## config.mk

```make
export PLATFORM = sky130hd
export DESIGN_NAME = ppic_ctrl
export DESIGN_NICKNAME = d
export VERILOG_FILES = /design/src/rtl/ppic_pkg.sv /design/src/rtl/ppic_prio_enc.sv /design/src/rtl/ppic_ctrl.sv
export SDC_FILE = /design/constraint.sdc
export NUM_CORES = 1
export LEC_CHECK = 0
export BUFFER_PORTS_ARGS = -buffer_cell sky130_fd_sc_hd__buf_2
export CORE_MARGIN = 3
export CORE_UTILIZATION = 30
export CTS_CLUSTER_DIAMETER = 200
export DETAILED_ROUTE_END_ITERATION = 12
export PLACE_DENSITY = 0.56
export SLEW_MARGIN = 20
export SYNTH_ARGS = -nofsm -noshare
export SYNTH_HDL_FRONTEND = slang
export SYNTH_SLANG_ARGS = --single-unit
```

## constraint.sdc

```tcl
create_clock -name clk -period 2.24 [get_ports clk]
set_input_delay 0.112 -clock clk [delete_from_list [all_inputs] [get_ports clk]]
set_output_delay 0.112 -clock clk [all_outputs]
set_load 0.01 [all_outputs]
```

## src/rtl/ppic_pkg.sv

```systemverilog
// Constants, register indexes and source map of the posted/pending interrupt controller
package ppic_pkg;

    localparam int NUM_GROUPS = 3;
    localparam int GROUP_W = 8;
    localparam int NUM_PRIO = 26;
    localparam int PRIO_W = 5;

    // Register indexes; byte address is four times the index
    localparam logic [7:0] IDX_CLEAR0 = 8'hda;
    localparam logic [7:0] IDX_CLEAR1 = 8'hdb;
    localparam logic [7:0] IDX_CLEAR2 = 8'hdc;
    localparam logic [7:0] IDX_MASK3 = 8'hde;
    localparam logic [7:0] IDX_MASK2 = 8'hdf;
    localparam logic [7:0] IDX_MASK0 = 8'he0;
    localparam logic [7:0] IDX_MASK1 = 8'he1;

    // Implemented bits of each clear/mask group
    localparam logic [7:0] GROUP_VALID [NUM_GROUPS] = '{8'hff, 8'h7f, 8'h16};
    localparam int SW_POST_BIT = 7;
    localparam logic [7:0] MASK3_VALID = 8'h80;
    localparam logic [7:0] REG_RESET = 8'h00;

    // Priority of each group bit; 0 marks a reserved bit
    localparam logic [4:0] PRIO_MAP [NUM_GROUPS][GROUP_W] = '{
        '{5'h01, 5'h02, 5'h03, 5'h04, 5'h05, 5'h07, 5'h19, 5'h06},
        '{5'h08, 5'h09, 5'h0a, 5'h0b, 5'h0c, 5'h0d, 5'h0e, 5'h00},
        '{5'h00, 5'h11, 5'h12, 5'h00, 5'h14, 5'h00, 5'h00, 5'h00}
    };

    // Group and bit of the edge-triggered port inputs
    localparam int NUM_PORTS = 3;
    localparam int PORT_GROUP [NUM_PORTS] = '{0, 0, 2};
    localparam int PORT_BIT [NUM_PORTS] = '{4, 7, 4};

    // Flag register and dispatch sequence
    localparam int FLAG_IRQ_ENABLE_BIT = 0;
    localparam logic [7:0] FLAGS_RESET = 8'h00;
    localparam logic [3:0] DISPATCH_CYCLES = 4'hd;
    localparam logic [3:0] STEP_PUSH_PC_HIGH = 4'h0;
    localparam logic [3:0] STEP_PUSH_PC_LOW = 4'h1;
    localparam logic [3:0] STEP_PUSH_FLAGS = 4'h2;
    localparam logic [3:0] STEP_CLEAR_FLAGS = 4'h3;
    localparam logic [3:0] STEP_LOAD_PC = DISPATCH_CYCLES - 4'h1;
    localparam int LONG_JUMP_CYCLES = 7;

    localparam logic [1:0] RESP_OKAY = 2'h0;
    localparam logic [1:0] RESP_DECERR = 2'h3;

    typedef enum logic {PPIC_IDLE, PPIC_DISPATCH} ppic_state_type;

endpackage

```

## src/rtl/ppic_prio_enc.sv

```systemverilog
// Priority encoder: lowest set index wins
`timescale 1ns/1ps
`default_nettype none
module ppic_prio_enc #(
    parameter int N = 26,
    parameter int W = 5
) (
    input wire logic [N-1:0] pending,
    output logic any,
    output logic [W-1:0] index
);
    always_comb
    begin
        any = 1'b0;
        index = '0;
        for (int i = N - 1; i >= 0; i--)
        begin
            if (pending[i])
            begin
                any = 1'b1;
                index = W'(i);
            end
        end
    end
endmodule // ppic_prio_enc
`default_nettype wire

```

## src/rtl/ppic_ctrl.sv

```systemverilog
// Posted/pending interrupt controller with CPU dispatch sequencer and AXI4-Lite registers
// Function
// - Event latches posted flag until taken or cleared.
// - Posted flag pends only while its mask bit is set.
// - Highest priority pending taken only with global enable.
// - Clearing a mask keeps posted flags and posting.
// - Active on event, unmasking or global enable rising.
// - Port interrupts post on edges, not levels.
// - Dispatch of 13 cycles follows instruction end.
// - Dispatch pushes PC high, PC low, then flags.
// - Dispatch then clears the flag register.
// - PC high loads zero, PC low the vector.
// - Return restores flags and global enable.
// - After return, pending requests dispatch first.
// - Enable set in a handler allows nesting at once.
// - Latency is instruction rest plus 13 plus 7.
// - Clear registers read the posted flags.
// - Clear group 0: port1, sleep, ext1, port0, rx, tx, ext0, power.
// - Clear group 1: interval, 1 ms, active, reset, three endpoints.
// - Clear group 2: port 2, ext input 2, counter wrap.
// - Post disabled: written zero clears, one ignored.
// - Post enabled: written one posts the source.
// - Each mask bit of groups 0 to 2 acts only on its own source.
// - Vector of priority n is n times four.
`timescale 1ns/1ps
`default_nettype none
module ppic_ctrl #(
    parameter int ADDR_W = 12
) (
    input wire logic clk,
    input wire logic resetn,
    // AXI4-Lite slave
    input wire logic [ADDR_W-1:0] s_axi_awaddr,
    input wire logic s_axi_awvalid,
    output logic s_axi_awready,
    input wire logic [31:0] s_axi_wdata,
    input wire logic [3:0] s_axi_wstrb,
    input wire logic s_axi_wvalid,
    output logic s_axi_wready,
    output logic [1:0] s_axi_bresp,
    output logic s_axi_bvalid,
    input wire logic s_axi_bready,
    input wire logic [ADDR_W-1:0] s_axi_araddr,
    input wire logic s_axi_arvalid,
    output logic s_axi_arready,
    output logic [31:0] s_axi_rdata,
    output logic [1:0] s_axi_rresp,
    output logic s_axi_rvalid,
    input wire logic s_axi_rready,
    // Sources: one-cycle pulses from on-chip logic, group-major
    input wire logic [23:0] hw_event,
    // Port interrupt pins, asynchronous
    input wire logic [2:0] port_irq_pin,
    // CPU core side
    input wire logic cpu_instr_end,
    input wire logic [15:0] cpu_program_counter,
    input wire logic cpu_flag_wr,
    input wire logic [7:0] cpu_flag_wdata,
    input wire logic return_from_irq_instr,
    input wire logic [7:0] cpu_popped_flags,
    output logic [7:0] cpu_flags,
    output logic dispatch_busy,
    output logic stack_push,
    output logic [7:0] stack_push_data,
    output logic pc_load,
    output logic [15:0] pc_load_value
);

    ////////////////////////////////////////////////////////////////////////////
    // Decode helpers

    function automatic logic reg_hit(input logic [ADDR_W-1:0] a);
        logic [7:0] idx;
        idx = a[9:2];
        reg_hit = (a[ADDR_W-1:10] == '0) && (a[1:0] == 2'h0) &&
            ((idx >= ppic_pkg::IDX_CLEAR0 && idx <= ppic_pkg::IDX_CLEAR2) ||
             (idx >= ppic_pkg::IDX_MASK3 && idx <= ppic_pkg::IDX_MASK1));
    endfunction

    ////////////////////////////////////////////////////////////////////////////
    // State

    logic [7:0] posted_ff [3];
    logic [7:0] nxt_posted [3];
    logic [7:0] source_mask_regs_ff [3];
    logic [7:0] nxt_source_mask_regs [3];
    logic software_post_enable_bit_ff;
    logic nxt_software_post_enable_bit;
    logic [2:0] port_sync1_ff, port_sync2_ff, port_prev_ff;

    logic aw_held_ff, nxt_aw_held, w_held_ff, nxt_w_held;
    logic [ADDR_W-1:0] aw_addr_ff, nxt_aw_addr;
    logic [7:0] w_byte_ff, nxt_w_byte;
    logic w_lane0_ff, nxt_w_lane0;
    logic awready_ff, nxt_awready, wready_ff, nxt_wready;
    logic bvalid_ff, nxt_bvalid, arready_ff, nxt_arready, rvalid_ff, nxt_rvalid;
    logic [1:0] bresp_ff, nxt_bresp, rresp_ff, nxt_rresp;
    logic [31:0] rdata_ff, nxt_rdata;

    ppic_pkg::ppic_state_type state_ff, nxt_state;
    logic [3:0] step_ff, nxt_step;
    logic [15:0] pc_snap_ff, nxt_pc_snap;
    logic [7:0] flags_snap_ff, nxt_flags_snap;
    logic [7:0] vector_ff, nxt_vector;
    logic [7:0] flags_ff, nxt_flags;
    logic busy_ff, nxt_busy, push_ff, nxt_push, load_ff, nxt_load;
    logic [7:0] push_data_ff, nxt_push_data;
    logic [15:0] load_value_ff, nxt_load_value;

    ////////////////////////////////////////////////////////////////////////////
    // Port edge detection

    logic [2:0] port_edge;

    always_ff @(posedge clk)
    begin
        if (!resetn)
        begin
            port_sync1_ff <= 3'h0;
            port_sync2_ff <= 3'h0;
            port_prev_ff <= 3'h0;
        end
        else
        begin
            port_sync1_ff <= port_irq_pin;
            port_sync2_ff <= port_sync1_ff;
            port_prev_ff <= port_sync2_ff;
        end
    end

    // Either edge posts; a held level posts only once
    assign port_edge = port_sync2_ff ^ port_prev_ff;

    ////////////////////////////////////////////////////////////////////////////
    // Pending vector and priority selection

    logic [ppic_pkg::NUM_PRIO-1:0] pending_prio;
    logic any_pending;
    logic [ppic_pkg::PRIO_W-1:0] sel_prio;
    logic [7:0] eff_flags;
    logic take;

    always_comb
    begin
        pending_prio = '0;
        for (int g = 0; g < ppic_pkg::NUM_GROUPS; g++)
        begin
            for (int b = 0; b < ppic_pkg::GROUP_W; b++)
            begin
                if (ppic_pkg::PRIO_MAP[g][b] != 5'h00)
                begin
                    // Only the bit's own mask gates it
                    pending_prio[ppic_pkg::PRIO_MAP[g][b]] =
                        posted_ff[g][b] & source_mask_regs_ff[g][b];
                end
            end
        end
    end

    ppic_prio_enc #(
        .N(ppic_pkg::NUM_PRIO),
        .W(ppic_pkg::PRIO_W)
    ) u_enc (
        .pending(pending_prio),
        .any(any_pending),
        .index(sel_prio)
    );

    // Flags as they stand at the end of this cycle, so a return or an enable write
    // in the closing instruction lets the next request in without a gap
    always_comb
    begin
        eff_flags = flags_ff;
        if (return_from_irq_instr)
        begin
            eff_flags = cpu_popped_flags;
        end
        else if (cpu_flag_wr)
        begin
            eff_flags = cpu_flag_wdata;
        end
    end

    assign take = (state_ff == ppic_pkg::PPIC_IDLE) && cpu_instr_end && any_pending &&
        eff_flags[ppic_pkg::FLAG_IRQ_ENABLE_BIT];

    ////////////////////////////////////////////////////////////////////////////
    // Posted flags and masks

    logic wr_fire;
    logic [7:0] wr_idx;

    assign wr_fire = aw_held_ff && w_held_ff && !bvalid_ff;
    assign wr_idx = aw_addr_ff[9:2];

    always_comb
    begin
        logic [7:0] hw, sw_clr, sw_post, take_clr;
        hw = 8'h00;
        sw_clr = 8'h00;
        sw_post = 8'h00;
        take_clr = 8'h00;
        nxt_software_post_enable_bit = software_post_enable_bit_ff;
        for (int g = 0; g < ppic_pkg::NUM_GROUPS; g++)
        begin
            hw = hw_event[g*8 +: 8];
            for (int p = 0; p < ppic_pkg::NUM_PORTS; p++)
            begin
                if (ppic_pkg::PORT_GROUP[p] == g)
                begin
                    hw[ppic_pkg::PORT_BIT[p]] = hw[ppic_pkg::PORT_BIT[p]] | port_edge[p];
                end
            end
            sw_clr = 8'h00;
            sw_post = 8'h00;
            if (wr_fire && w_lane0_ff && reg_hit(aw_addr_ff) &&
                wr_idx == ppic_pkg::IDX_CLEAR0 + 8'(g))
            begin
                if (software_post_enable_bit_ff)
                begin
                    sw_post = w_byte_ff;
                end
                else
                begin
                    sw_clr = ~w_byte_ff;
                end
            end
            for (int b = 0; b < ppic_pkg::GROUP_W; b++)
            begin
                take_clr[b] = take && ppic_pkg::PRIO_MAP[g][b] == sel_prio;
            end
            // Posting beats any clear in the same cycle
            nxt_posted[g] = ((posted_ff[g] & ~sw_clr & ~take_clr) | hw | sw_post) &
                ppic_pkg::GROUP_VALID[g];
            nxt_source_mask_regs[g] = source_mask_regs_ff[g];
        end
        if (wr_fire && w_lane0_ff && reg_hit(aw_addr_ff))
        begin
            unique case (wr_idx)
                ppic_pkg::IDX_MASK0: nxt_source_mask_regs[0] = w_byte_ff;
                ppic_pkg::IDX_MASK1: nxt_source_mask_regs[1] =
                    w_byte_ff & ppic_pkg::GROUP_VALID[1];
                ppic_pkg::IDX_MASK2: nxt_source_mask_regs[2] =
                    w_byte_ff & ppic_pkg::GROUP_VALID[2];
                ppic_pkg::IDX_MASK3: nxt_software_post_enable_bit =
                    w_byte_ff[ppic_pkg::SW_POST_BIT];
                default: ;
            endcase
        end
    end

    always_ff @(posedge clk)
    begin
        if (!resetn)
        begin
            for (int g = 0; g < ppic_pkg::NUM_GROUPS; g++)
            begin
                posted_ff[g] <= ppic_pkg::REG_RESET;
                source_mask_regs_ff[g] <= ppic_pkg::REG_RESET;
            end
            software_post_enable_bit_ff <= 1'b0;
        end
        else
        begin
            posted_ff <= nxt_posted;
            source_mask_regs_ff <= nxt_source_mask_regs;
            software_post_enable_bit_ff <= nxt_software_post_enable_bit;
        end
    end

    ////////////////////////////////////////////////////////////////////////////
    // AXI4-Lite slave

    function automatic logic [7:0] read_byte(input logic [7:0] idx);
        unique case (idx)
            ppic_pkg::IDX_CLEAR0: read_byte = posted_ff[0];
            ppic_pkg::IDX_CLEAR1: read_byte = posted_ff[1];
            ppic_pkg::IDX_CLEAR2: read_byte = posted_ff[2];
            ppic_pkg::IDX_MASK0: read_byte = source_mask_regs_ff[0];
            ppic_pkg::IDX_MASK1: read_byte = source_mask_regs_ff[1];
            ppic_pkg::IDX_MASK2: read_byte = source_mask_regs_ff[2];
            ppic_pkg::IDX_MASK3: read_byte = {software_post_enable_bit_ff, 7'h00};
            default: read_byte = 8'h00;
        endcase
    endfunction

    always_comb
    begin
        nxt_aw_held = aw_held_ff;
        nxt_aw_addr = aw_addr_ff;
        nxt_w_held = w_held_ff;
        nxt_w_byte = w_byte_ff;
        nxt_w_lane0 = w_lane0_ff;
        nxt_bvalid = bvalid_ff;
        nxt_bresp = bresp_ff;
        if (s_axi_awvalid && awready_ff)
        begin
            nxt_aw_held = 1'b1;
            nxt_aw_addr = s_axi_awaddr;
        end
        if (s_axi_wvalid && wready_ff)
        begin
            nxt_w_held = 1'b1;
            nxt_w_byte = s_axi_wdata[7:0];
            nxt_w_lane0 = s_axi_wstrb[0];
        end
        if (wr_fire)
        begin
            nxt_aw_held = 1'b0;
            nxt_w_held = 1'b0;
            nxt_bvalid = 1'b1;
            nxt_bresp = reg_hit(aw_addr_ff) ? ppic_pkg::RESP_OKAY : ppic_pkg::RESP_DECERR;
        end
        else if (bvalid_ff && s_axi_bready)
        begin
            nxt_bvalid = 1'b0;
        end
        nxt_awready = !nxt_aw_held && !nxt_bvalid;
        nxt_wready = !nxt_w_held && !nxt_bvalid;

        nxt_rvalid = rvalid_ff;
        nxt_rdata = rdata_ff;
        nxt_rresp = rresp_ff;
        if (s_axi_arvalid && arready_ff)
        begin
            nxt_rvalid = 1'b1;
            nxt_rdata = {24'h000000, reg_hit(s_axi_araddr) ? read_byte(s_axi_araddr[9:2]) : 8'h00};
            nxt_rresp = reg_hit(s_axi_araddr) ? ppic_pkg::RESP_OKAY : ppic_pkg::RESP_DECERR;
        end
        else if (rvalid_ff && s_axi_rready)
        begin
            nxt_rvalid = 1'b0;
        end
        nxt_arready = !nxt_rvalid;
    end

    always_ff @(posedge clk)
    begin
        if (!resetn)
        begin
            aw_held_ff <= 1'b0;
            aw_addr_ff <= '0;
            w_held_ff <= 1'b0;
            w_byte_ff <= 8'h00;
            w_lane0_ff <= 1'b0;
            awready_ff <= 1'b0;
            wready_ff <= 1'b0;
            bvalid_ff <= 1'b0;
            bresp_ff <= ppic_pkg::RESP_OKAY;
            arready_ff <= 1'b0;
            rvalid_ff <= 1'b0;
            rdata_ff <= 32'h00000000;
            rresp_ff <= ppic_pkg::RESP_OKAY;
        end
        else
        begin
            aw_held_ff <= nxt_aw_held;
            aw_addr_ff <= nxt_aw_addr;
            w_held_ff <= nxt_w_held;
            w_byte_ff <= nxt_w_byte;
            w_lane0_ff <= nxt_w_lane0;
            awready_ff <= nxt_awready;
            wready_ff <= nxt_wready;
            bvalid_ff <= nxt_bvalid;
            bresp_ff <= nxt_bresp;
            arready_ff <= nxt_arready;
            rvalid_ff <= nxt_rvalid;
            rdata_ff <= nxt_rdata;
            rresp_ff <= nxt_rresp;
        end
    end

    ////////////////////////////////////////////////////////////////////////////
    // Dispatch sequencer and flag register

    always_comb
    begin
        nxt_state = state_ff;
        nxt_step = step_ff;
        nxt_pc_snap = pc_snap_ff;
        nxt_flags_snap = flags_snap_ff;
        nxt_vector = vector_ff;
        nxt_flags = eff_flags;
        nxt_busy = 1'b0;
        nxt_push = 1'b0;
        nxt_push_data = push_data_ff;
        nxt_load = 1'b0;
        nxt_load_value = load_value_ff;
        unique case (state_ff)
            ppic_pkg::PPIC_IDLE:
            begin
                if (take)
                begin
                    nxt_state = ppic_pkg::PPIC_DISPATCH;
                    nxt_step = 4'h0;
                    nxt_busy = 1'b1;
                    nxt_pc_snap = cpu_program_counter;
                    nxt_flags_snap = eff_flags;
                    nxt_vector = {1'b0, sel_prio, 2'b00};
                end
            end
            ppic_pkg::PPIC_DISPATCH:
            begin
                // The core is stalled here, so its flag writes are not expected
                nxt_flags = flags_ff;
                nxt_busy = step_ff != ppic_pkg::STEP_LOAD_PC;
                nxt_step = step_ff + 4'h1;
                if (step_ff == ppic_pkg::STEP_PUSH_PC_HIGH)
                begin
                    nxt_push = 1'b1;
                    nxt_push_data = pc_snap_ff[15:8];
                end
                if (step_ff == ppic_pkg::STEP_PUSH_PC_LOW)
                begin
                    nxt_push = 1'b1;
                    nxt_push_data = pc_snap_ff[7:0];
                end
                if (step_ff == ppic_pkg::STEP_PUSH_FLAGS)
                begin
                    nxt_push = 1'b1;
                    nxt_push_data = flags_snap_ff;
                end
                if (step_ff == ppic_pkg::STEP_CLEAR_FLAGS)
                begin
                    nxt_flags = ppic_pkg::FLAGS_RESET;
                end
                if (step_ff == ppic_pkg::STEP_LOAD_PC)
                begin
                    nxt_load = 1'b1;
                    nxt_load_value = {8'h00, vector_ff};
                    nxt_state = ppic_pkg::PPIC_IDLE;
                end
            end
        endcase
    end

    always_ff @(posedge clk)
    begin
        if (!resetn)
        begin
            state_ff <= ppic_pkg::PPIC_IDLE;
            step_ff <= 4'h0;
            pc_snap_ff <= 16'h0000;
            flags_snap_ff <= ppic_pkg::FLAGS_RESET;
            vector_ff <= 8'h00;
            flags_ff <= ppic_pkg::FLAGS_RESET;
            busy_ff <= 1'b0;
            push_ff <= 1'b0;
            push_data_ff <= 8'h00;
            load_ff <= 1'b0;
            load_value_ff <= 16'h0000;
        end
        else
        begin
            state_ff <= nxt_state;
            step_ff <= nxt_step;
            pc_snap_ff <= nxt_pc_snap;
            flags_snap_ff <= nxt_flags_snap;
            vector_ff <= nxt_vector;
            flags_ff <= nxt_flags;
            busy_ff <= nxt_busy;
            push_ff <= nxt_push;
            push_data_ff <= nxt_push_data;
            load_ff <= nxt_load;
            load_value_ff <= nxt_load_value;
        end
    end

    ////////////////////////////////////////////////////////////////////////////
    // Outputs

    assign s_axi_awready = awready_ff;
    assign s_axi_wready = wready_ff;
    assign s_axi_bvalid = bvalid_ff;
    assign s_axi_bresp = bresp_ff;
    assign s_axi_arready = arready_ff;
    assign s_axi_rvalid = rvalid_ff;
    assign s_axi_rdata = rdata_ff;
    assign s_axi_rresp = rresp_ff;
    assign cpu_flags = flags_ff;
    assign dispatch_busy = busy_ff;
    assign stack_push = push_ff;
    assign stack_push_data = push_data_ff;
    assign pc_load = load_ff;
    assign pc_load_value = load_value_ff;

endmodule // ppic_ctrl
`default_nettype wire

```

* Word level (Yosys, flattened, before mapping) *
Index checks and enable logic that the tools add are counted.

operators by class
  equal/unequal tests = 39
  divide/modulo/power cells = 0
  shift-type cells = 0
  $add $sub $neg = 1
  reductions and logical operators = 66
  $lt $le $gt $ge = 8
  mux-type cells = 73
  bitwise operators = 42
  multipliers = 0

operators with widths
  cell                                          number
  == test 8 bit, second input constant          14
  two-way mux 5 bit                             20
  two-way mux 8 bit                             12
  one-hot mux 8 bit (7 select lines)            1
  logical AND 1 bit                             44
  == test 4 x 5 -> 1 bit, first input constant  7
  >= comparator 8 bit, second input constant    4
  <= comparator 8 bit, second input constant    4
  two-way mux 1 bit                             32
  inverter 8 bit                                3
  == test 3 x 5 -> 1 bit, first input constant  4
  == test 5 bit, first input constant           4
  AND 1 bit                                     18
  AND 8 bit                                     2
  bitwise OR 8 bit                              2
  AND reduction 2 bit                           8
  AND 7 bit                                     2
  two-way mux 7 bit                             2
  inverter 7 bit                                2
  bitwise OR 7 bit                              2
  AND 5 bit                                     2
  == test 2 x 5 -> 1 bit, first input constant  2
  inverter 5 bit                                2
  bitwise OR 5 bit                              2
  other kinds (21)                              34

word-level totals
  ROM bits = 0
  word-level logic and storage cells = 263
  memory bits (writable) = 0
  memories kept = 0
  latch bits = 0
  bits in registers = 144

* Depth between registers and ports, before layout *
Gate-level depths: netlist of run 1.

  word-level depth = 26
  mapped depth = 8
  depth with buffers taken out = 7

* Modules after synthesis *
Synthesis of run 1 repeated with hierarchy kept, for this count alone.

unflattened totals
  cells, all modules = 857
  area, all modules = 6965.4 µm²

by module, submodules not included
  module         cells each  area an instance (µm²)  times used
  ppic_ctrl      801         6660.1                  1
  ppic_prio_enc  56          305.3                   1

* Worst setup path after synthesis of run 1 *
OpenSTA, ideal clock, no wires.

  path type = flip-flop to flip-flop
  start point = reg step_ff[0]
  end point = reg push_data_ff[7], in the netlist stack_push_data[7]
  clock period less this slack = 1956 ps
  setup slack = 284 ps
  cell stages (with the launch flop) = 8
  data arrival time = 1828 ps
  path buffers = 1
  library setup time = 128 ps
  cells stage by stage = dfxtp_1 -> inv_1 -> ha_1 -> o311ai_1 -> clkbuf_1 -> a211oi_1 -> a21oi_1 -> nor2_1

between the ends
  longest elaborated chain between the ends = 3
  elaborated cells between the ends (all ways) = 7
  those cells by class = 2 x eq/ne; 2 x mux; 3 x reduce/logical

RTL lines
  what                                                                              line              RTL
  start, declared                                                                   ppic_ctrl.sv:101  logic [3:0] step_ff, nxt_step;
  start signal, assigned                                                            ppic_ctrl.sv:456  step_ff <= nxt_step;
  == test 4 x 1 -> 1 bit (tied with other cells)                                    ppic_ctrl.sv:413  if (step_ff == ppic_pkg::STEP_PUSH_PC_LOW)
  nonzero test 3 bit (no source line) / two-way mux 8 bit (equally long branches)   -
  AND reduction 2 bit (no source line) / two-way mux 8 bit (equally long branches)  -
  end signal, assigned                                                              ppic_ctrl.sv:463  push_data_ff <= nxt_push_data;
  end, declared                                                                     ppic_ctrl.sv:107  logic [7:0] push_data_ff, nxt_push_data;

Several ways; a longest one is shown, not always the timed one.
A chain may end at the register's enable or synchronous reset.

* Final worst setup path of run 1 *
  start point = reg aw_addr_ff[1]
  end point = reg posted_ff[4] in the netlist's numbering

between the ends
  longest elaborated chain between the ends = 11
  elaborated cells between the ends (all ways) = 12
  those cells by class = 2 x mux; 5 x bitwise; 5 x reduce/logical

RTL lines
  what                               line              RTL
  start, declared                    ppic_ctrl.sv:92   logic [ADDR_W-1:0] aw_addr_ff, nxt_aw_addr;
  start signal, assigned             ppic_ctrl.sv:358  aw_addr_ff <= nxt_aw_addr;
  zero test 2 bit *                  ppic_ctrl.sv:75   reg_hit = (a[ADDR_W-1:10] == '0) && (a[1:0] == 2'h0) &&
  logical AND 1 bit * (2 in series)  ppic_ctrl.sv:75
  logical AND 1 bit * (2 in series)  ppic_ctrl.sv:216  if (wr_fire && w_lane0_ff && reg_hit(aw_addr_ff) &&
  two-way mux 5 bit                  ppic_ctrl.sv:216
  inverter 5 bit                     ppic_ctrl.sv:233  nxt_posted[g] = ((posted_ff[g] & ~sw_clr & ~take_clr) | hw | sw_post) &
  AND 5 bit (2 in series)            ppic_ctrl.sv:233
  bitwise OR 5 bit                   ppic_ctrl.sv:233
  bitwise OR 5 bit *                 ppic_ctrl.sv:233
  end signal, assigned by index      ppic_ctrl.sv:258  posted_ff[g] <= ppic_pkg::REG_RESET;
  end signal, assigned               ppic_ctrl.sv:265  posted_ff <= nxt_posted;
  end, declared                      ppic_ctrl.sv:83   logic [7:0] posted_ff [3];

Mark *: on every way between the ends. The rest lies on a longest branch, timed or not.

==> metrics.txt, run 1 <==
most area-hungry cell type in the Yosys netlist=dfxtp_1; period utilization=between 90% and 100%; warnings from Yosys=0; met3 WL=roughly 1300 um; Syn Area/Cell=8.04 um2; CTS Root Cell=clkbuf_16; Post-route DRC=0; Port Buffers=136; maxcap violations=0; Seq/Total Area, Yosys=41.5%; Core Footprint=~22,000 um2; Async SR Flop Fraction=0%; CP endpoint kind=flip-flop; HP Class=in -> reg; clock share of power=between 40% and 50%; PwrDens=a little under 700 nW/um2; Total Routed Length=20,900 um; vias in the first global route=6,057; total chip power=roughly 6.3 mW; post-synth top area share=around two fifths; number of DRC markers in iteration 0=496; Hold Path Depth=3; synth cell count leaders=143 x nand2_1, 141 x dfxtp_1, 112 x a21oi_1; Post-DRT Antenna Nets=0; global placer's final weighted congestion=0.944; main combinational cell family by area after synthesis=compound AO/OA/AOI/OAI gates; P&R area growth vs syn=33.5%; Final min period=roughly 2000 ps; Die Ht=157 um; highest metal used=met4; worst r2r path cells=6; ys flop type=dfxtp_1; switching power=1.50 mW; Final Hold Vio Count=0; Cell Int Power=4.81 mW; top-count cell post-synth=nand2_1; Critical Path Fanout Max=6; synth top area cells=dfxtp_1 41%, a21oi_1 8.2%, nand2_1 7.9%, mux2i_1 5.4%, nor2_1 5.4%; Post-Synth Simple-Gate Area=22.0%; Post-synth EDFFs=0; Site Rows=54; Reg-to-Reg Start=aw_addr_ff[1]; initial core utilization=30.9%; CP arrival=2370 ps; CTS tree=yes; final setup fails=0; final-report max-slew violation count=0; vias per std cell=4.95; routed vias=6,682; antenna violations before repair=0; fraction of layout cells with a size suffix above 1=22.5%; status=finished, final reports clean; H-Tree Depth=4; Worst-Margin Slew=638 ps; crit path kind=reg -> reg; first-pass GRT wire length=32,200 um; Layout fillers=2,277; sequential power share=42.1%; Total Routing Usage GR=~17%; worst vdd ir=411 uV; post-synthesis compound-gate area fraction=between 20% and 30%; CTS buffer count=17; Rel. slew slack=57.5%; number of inserted diodes=0; average wire per standard cell=15.5 um; combinational share of power=8.5%; met2 WL=a little over 9000 um; Syn Inst Count=~850; grt total ovfl=0; Post-Synth Adder-Cell Area=0.736%; Layout Skew=just under 7 ps; mux cell area share after synthesis=5.61%; Crit. Startpoint=aw_addr_ff[1]; Pre-Repair DR Iteration Count=6; Ports=205; Cell variety after synth=77; die width=between 150 and 200 um; Die ar.=24,500 um2; clock-pin transition on the worst setup and hold timing paths=60 ps; FF-to-FF End=posted_ff[4]; maximum clock frequency=488 MHz; FF-to-FF setup slack=190 ps; mapped cell area=6800 um2; hpwl dp=15,200 um; Critical Path Start Type=flip-flop; M1 WL=10,100 um; Final nets=1,190; worst skew pair latency=430 ps; Static Leakage=about 3.8 nW; post-synthesis xor/xnor area fraction=less than 1%; Bufs on Longest Clock Path=2; FF+latch count, synth=141; CTS Sinks=approximately 140; Net Sw Frac=23.8%; RSZ-0062 raised after global routing=false; Fin Setup TNS=0 ps; pin count of the biggest net entering global routing=117; CP endpoint=posted_ff[4]; Worst EP required=2560 ps
-- final cells by class --
| type | count | area (um2) | area share [%] |
|---|---|---|---|
| clock buffers | 17 | 425 | 4.68 |
| clock inverters | 14 | 218 | 2.40 |
| inverters | 10 | 38.8 | 0.427 |
| multi-input cells | 648 | 3610 | 39.7 |
| flip-flops and latches | 141 | 2820 | 31.1 |
| well taps | 280 | 350 | 3.86 |
| repair buffers | 239 | 1620 | 17.8 |
-- flip-flops by register name (all words and copies together), names as in the netlist, 4 cells and up --
signal / cells
vector_ff: 5
cpu_flags: 8
pc_load_value: 5
pc_snap_ff: 16
posted_ff: 18
aw_addr_ff: 12
source_mask_regs_ff: 18
step_ff: 4
s_axi_rdata: 8
stack_push_data: 8
flags_snap_ff: 8
w_byte_ff: 8
-- how the worst min path moves through the flow --
stage / start / endpoint / slack (ps)
2_1_floorplan: port_irq_pin[0] / port_sync1_ff[0] / 240
3_3_place_gp: port_irq_pin[0] / port_sync1_ff[0] / 320
3_5_place_dp: port_irq_pin[2] / port_sync1_ff[2] / 320
4_1_cts: hw_event[13] / posted_ff[13] / 2
5_1_grt: hw_event[13] / posted_ff[13] / 30
6_report: hw_event[13] / posted_ff[13] / 20
-- cell usage in the layout (no fill, tap or decap), types with 22 or more instances in the layout --
cell type,Yosys,final
a22oi_1,22,22
conb_1,1,35
buf_4,38,49
mux2i_1,37,37
buf_2,3,136
nand2_1,143,143
a21oi_1,112,112
nor2_1,97,97
o21ai_0,24,24
dfxtp_1,141,141
dlygate4sd3_1,0,51
-- logic make-up (layout without fill, tap and decap cells) --
group	Yosys count	after routing
compound gates	237	237
xor+xnor	4	4
fa+ha+maj	4	4
buf+inv	91	280
flops	141	141
mux	38	38
other cells	1	35
simple gates	330	330
-- repair_timing --
| action | in CTS | in global routing |
|---|---|---|
| setup endpoints to repair | 0 | 6 |
| resized for setup | 0 | 1 |
| hold buffers | 51 | 0 |
| hold endpoints to repair | 51 | 0 |
| setup buffers | 0 | 1 |
-- layer usage --
layer | vias up | track usage, %
met2 | 221 | 24.9
met5 | - | 0
li1 | 3358 | -
met1 | 3075 | 24.1
met3 | 28 | 3.46
met4 | 0 | 5.29
-- stage by stage --
step / instances / utilization, % / cell area, um2 / hold WS, ps / setup WS (ps)
CTS: 1348 / 41.2 / 9070 / 1.71 / 127
finish: 1349 / 41.2 / 9080 / 20.7 / 192
global route: 1349 / 41.2 / 9080 / 27.1 / 3.38
global placement: 1266 / 35.9 / 7920 / 324 / 136
detailed placement: 1266 / 35.9 / 7920 / 322 / 158
floorplan: 880 / - / 6930 / 239 / 284
-- critical path: stages, from the launching register on --
cell and delay, ps:
dfxtp_1 330, nor4_4 420, nand3_1 290, or3_1 450, o31ai_1 230, a21oi_1 60, o21a_1 170
-- power groups by stage --
stage	Combinational [mW]	Sequential [mW]	Clock, mW
4_1_cts	0.537	2.65	3.18
3_3_place_gp	0.464	2.71	0
3_5_place_dp	0.468	2.71	0
2_1_floorplan	0.309	2.69	0
6_report	0.537	2.66	3.12
5_1_grt	0.598	2.66	3.27
No activity file was read; power rests on OpenSTA's default activity.
==> run 2, diff against run 1 <==
SETUP_SLACK_MARGIN = 0.2   (was default)
==> run 2 against run 1 <==
Against the previous run: non-clock buffer count rose by 14; worst hold slack got worse by 4.7 ps; design area up 2.5%; sequential cell count unchanged; largest power group unchanged.
==> metrics.txt, run 2 (synthesized netlist as in run 1, its figures left out) <==
clock-pin transition on the worst setup and hold timing paths=60 ps (about the same); grt total ovfl=0 (unchanged); Post-route DRC=0 (unchanged); Crit path largest cell delay=310 ps (-140 ps); Fin Setup TNS=0 ps (unchanged); CTS Root Cell=clkbuf_16; first-pass GRT wire length=32,300 um (+0.13%); Die ar.=24,500 um2 (unchanged); Port Buffers=136 (unchanged); number of DRC markers in iteration 0=502 (+1.2%); Die Ht=157 um (unchanged); P&R area growth vs syn=36.9%; hold slack=16.0 ps (-4.68 ps); Layout Skew=8.40 ps (+1.67 ps); Final min period=2010 ps (-39.9 ps); final setup fails=0 (unchanged); Buf/Inv on CP=5 (+5); H-Tree Depth=4 (unchanged); vias in the first global route=6,057 (unchanged); clock share of power=49.3% (about the same); most frequent cell on the critical path=buf_6; number of inserted diodes=0 (unchanged); initial core utilization=30.9% (unchanged); status=finished, final reports clean; final-report max-slew violation count=0 (unchanged); Reg-to-Reg Start=posted_ff[18]; fin worst setup slack=232 ps (+39.9 ps); antenna violations before repair=0 (unchanged); hpwl dp=15,200 um (unchanged); Total Routing Usage GR=16.7% (+0.017 points); Site Rows=54 (unchanged); PwrDens=678 nW/um2 (-2.4%); Worst EP required=2590 ps (+30 ps); Largest regs=posted_ff x18, source_mask_regs_ff x18, pc_snap_ff x16; Rel. slew slack=57.7% (+0.19 points); Place WS=158 ps (unchanged); routed vias=6,785 (+1.5%); CP arrival=2360 ps (about the same); Static Leakage=3.90 nW (+2.8%); Critical Path Fanout Max=6 (unchanged); sequential power share=42.1% (about the same); Ports=205 (unchanged); CTS Sinks=141 (unchanged); global placer's final weighted congestion=0.944 (unchanged); Total Routed Length=21,800 um (+4.3%); Bufs on Longest Clock Path=2 (unchanged); CP delay by family, top=buffers and inverters; Pre-Repair DR Iteration Count=5 (-1); CP endpoint kind=flip-flop; pin count of the biggest net entering global routing=117 (unchanged); combinational share of power=8.6% (about the same); dpl cells=1,266 (unchanged); RSZ-0062 raised after global routing=true; CTS buffer count=17 (unchanged); Core Util, Final=42.3% (+1.1 points); maximum clock frequency=498 MHz (+2.0%); Post-DRT Antenna Nets=0 (unchanged); Final Hold Vio Count=0 (unchanged); period utilization=89.6% (-1.8 points); Slowest cell on crit path=dfxtp_2; CTS tree=yes; maxcap violations=0 (unchanged); Critical Path Start Type=flip-flop; most frequent cells in the layout=140 x nand2_1, 140 x dfxtp_1, 136 x buf_2; Final nets=1,204 (+1.2%); HP Class=in -> reg; Core Footprint=22,000 um2 (unchanged); Final Non-Filler Cells=1,363 (+1.0%); worst skew pair latency=430 ps (about the same); Crit. Startpoint=posted_ff[18]; average wire per standard cell=16.0 um (+3.2%); crit-path cells=a222oi_1, buf_4, nand3_2, buf_6, o31ai_4, buf_6, buf_6, clkbuf_16, nand2_1, a21oi_1; Worst-Margin Slew=635 ps (-2.78 ps); Cell Int Power=4.81 mW (about the same); die width=157 um (unchanged); crit path kind=reg -> reg; Hold Crit Start=hw_event[13]; fraction of layout cells with a size suffix above 1=25.0% (+2.5 points); switching power=1.51 mW (+0.22%); worst vdd ir=414 uV (+0.75%); vias per std cell=4.98 (+0.50%); Net Sw Frac=23.8% (about the same)
run 2: repair_timing:
| item | CTS | global route |
|---|---|---|
| resized for setup | 0 | 23 |
| hold buffers | 51 | 0 |
| setup endpoints to repair | 4 | 55 |
| gates cloned | 0 | 4 |
| pin swaps | 2 | 10 |
| setup buffers | 1 | 10 |
| endpoints found under the hold margin | 51 | 0 |
run 2: path summary, 6_finish.rpt:
kind / slack (ps) / endpoint / cells after the start
max: 230 / vector_ff[4] / 10
min: 20 / posted_ff[13] / 3
max reg2reg: 230 / vector_ff[4] / 10
min reg2reg: 430 / port_sync2_ff[1] / 1
run 2: area by class of cell:
type / instances / area [um2]
repair buffers: 253 / 1790
clock buffers: 17 / 425
multi-input cells: 648 / 3660
flip-flops and latches: 141 / 2820
clock inverters: 14 / 218
inverters: 10 / 38.8
fillers: 2257 / 12700
well taps: 280 / 350
run 2: routing by layer:
metal | GRT usage (%) | routed length (um) | up-vias
met5 | 0 | 0 | -
li1 | - | - | 3399
met3 | 3.46 | 1430 | 26
met4 | 5.25 | 320 | 0
met1 | 24.1 | 10400 | 3119
met2 | 25.0 | 9720 | 241
run 2: tightest hold or removal path: stages:
cell and delay [ps]:
buf_2 100, a21oi_1 40, a31oi_1 140
run 2: power by group through the flow:
stage / registers, mW / logic, mW / clock network [mW]
floorplan: 2.69 / 0.309 / 0
global placement: 2.71 / 0.464 / 0
detailed placement: 2.71 / 0.468 / 0
CTS: 2.65 / 0.537 / 3.18
global route: 2.66 / 0.605 / 3.27
finish: 2.66 / 0.545 / 3.12
run 2: metrics by stage:
step / power (mW) / cell area (um2)
final: 6.32 / 9320
after global routing: 6.54 / 9320
after CTS: 6.37 / 9080
after detailed placement: 3.18 / 7920
after global placement: 3.17 / 7920
after floorplan: 3.00 / 6930
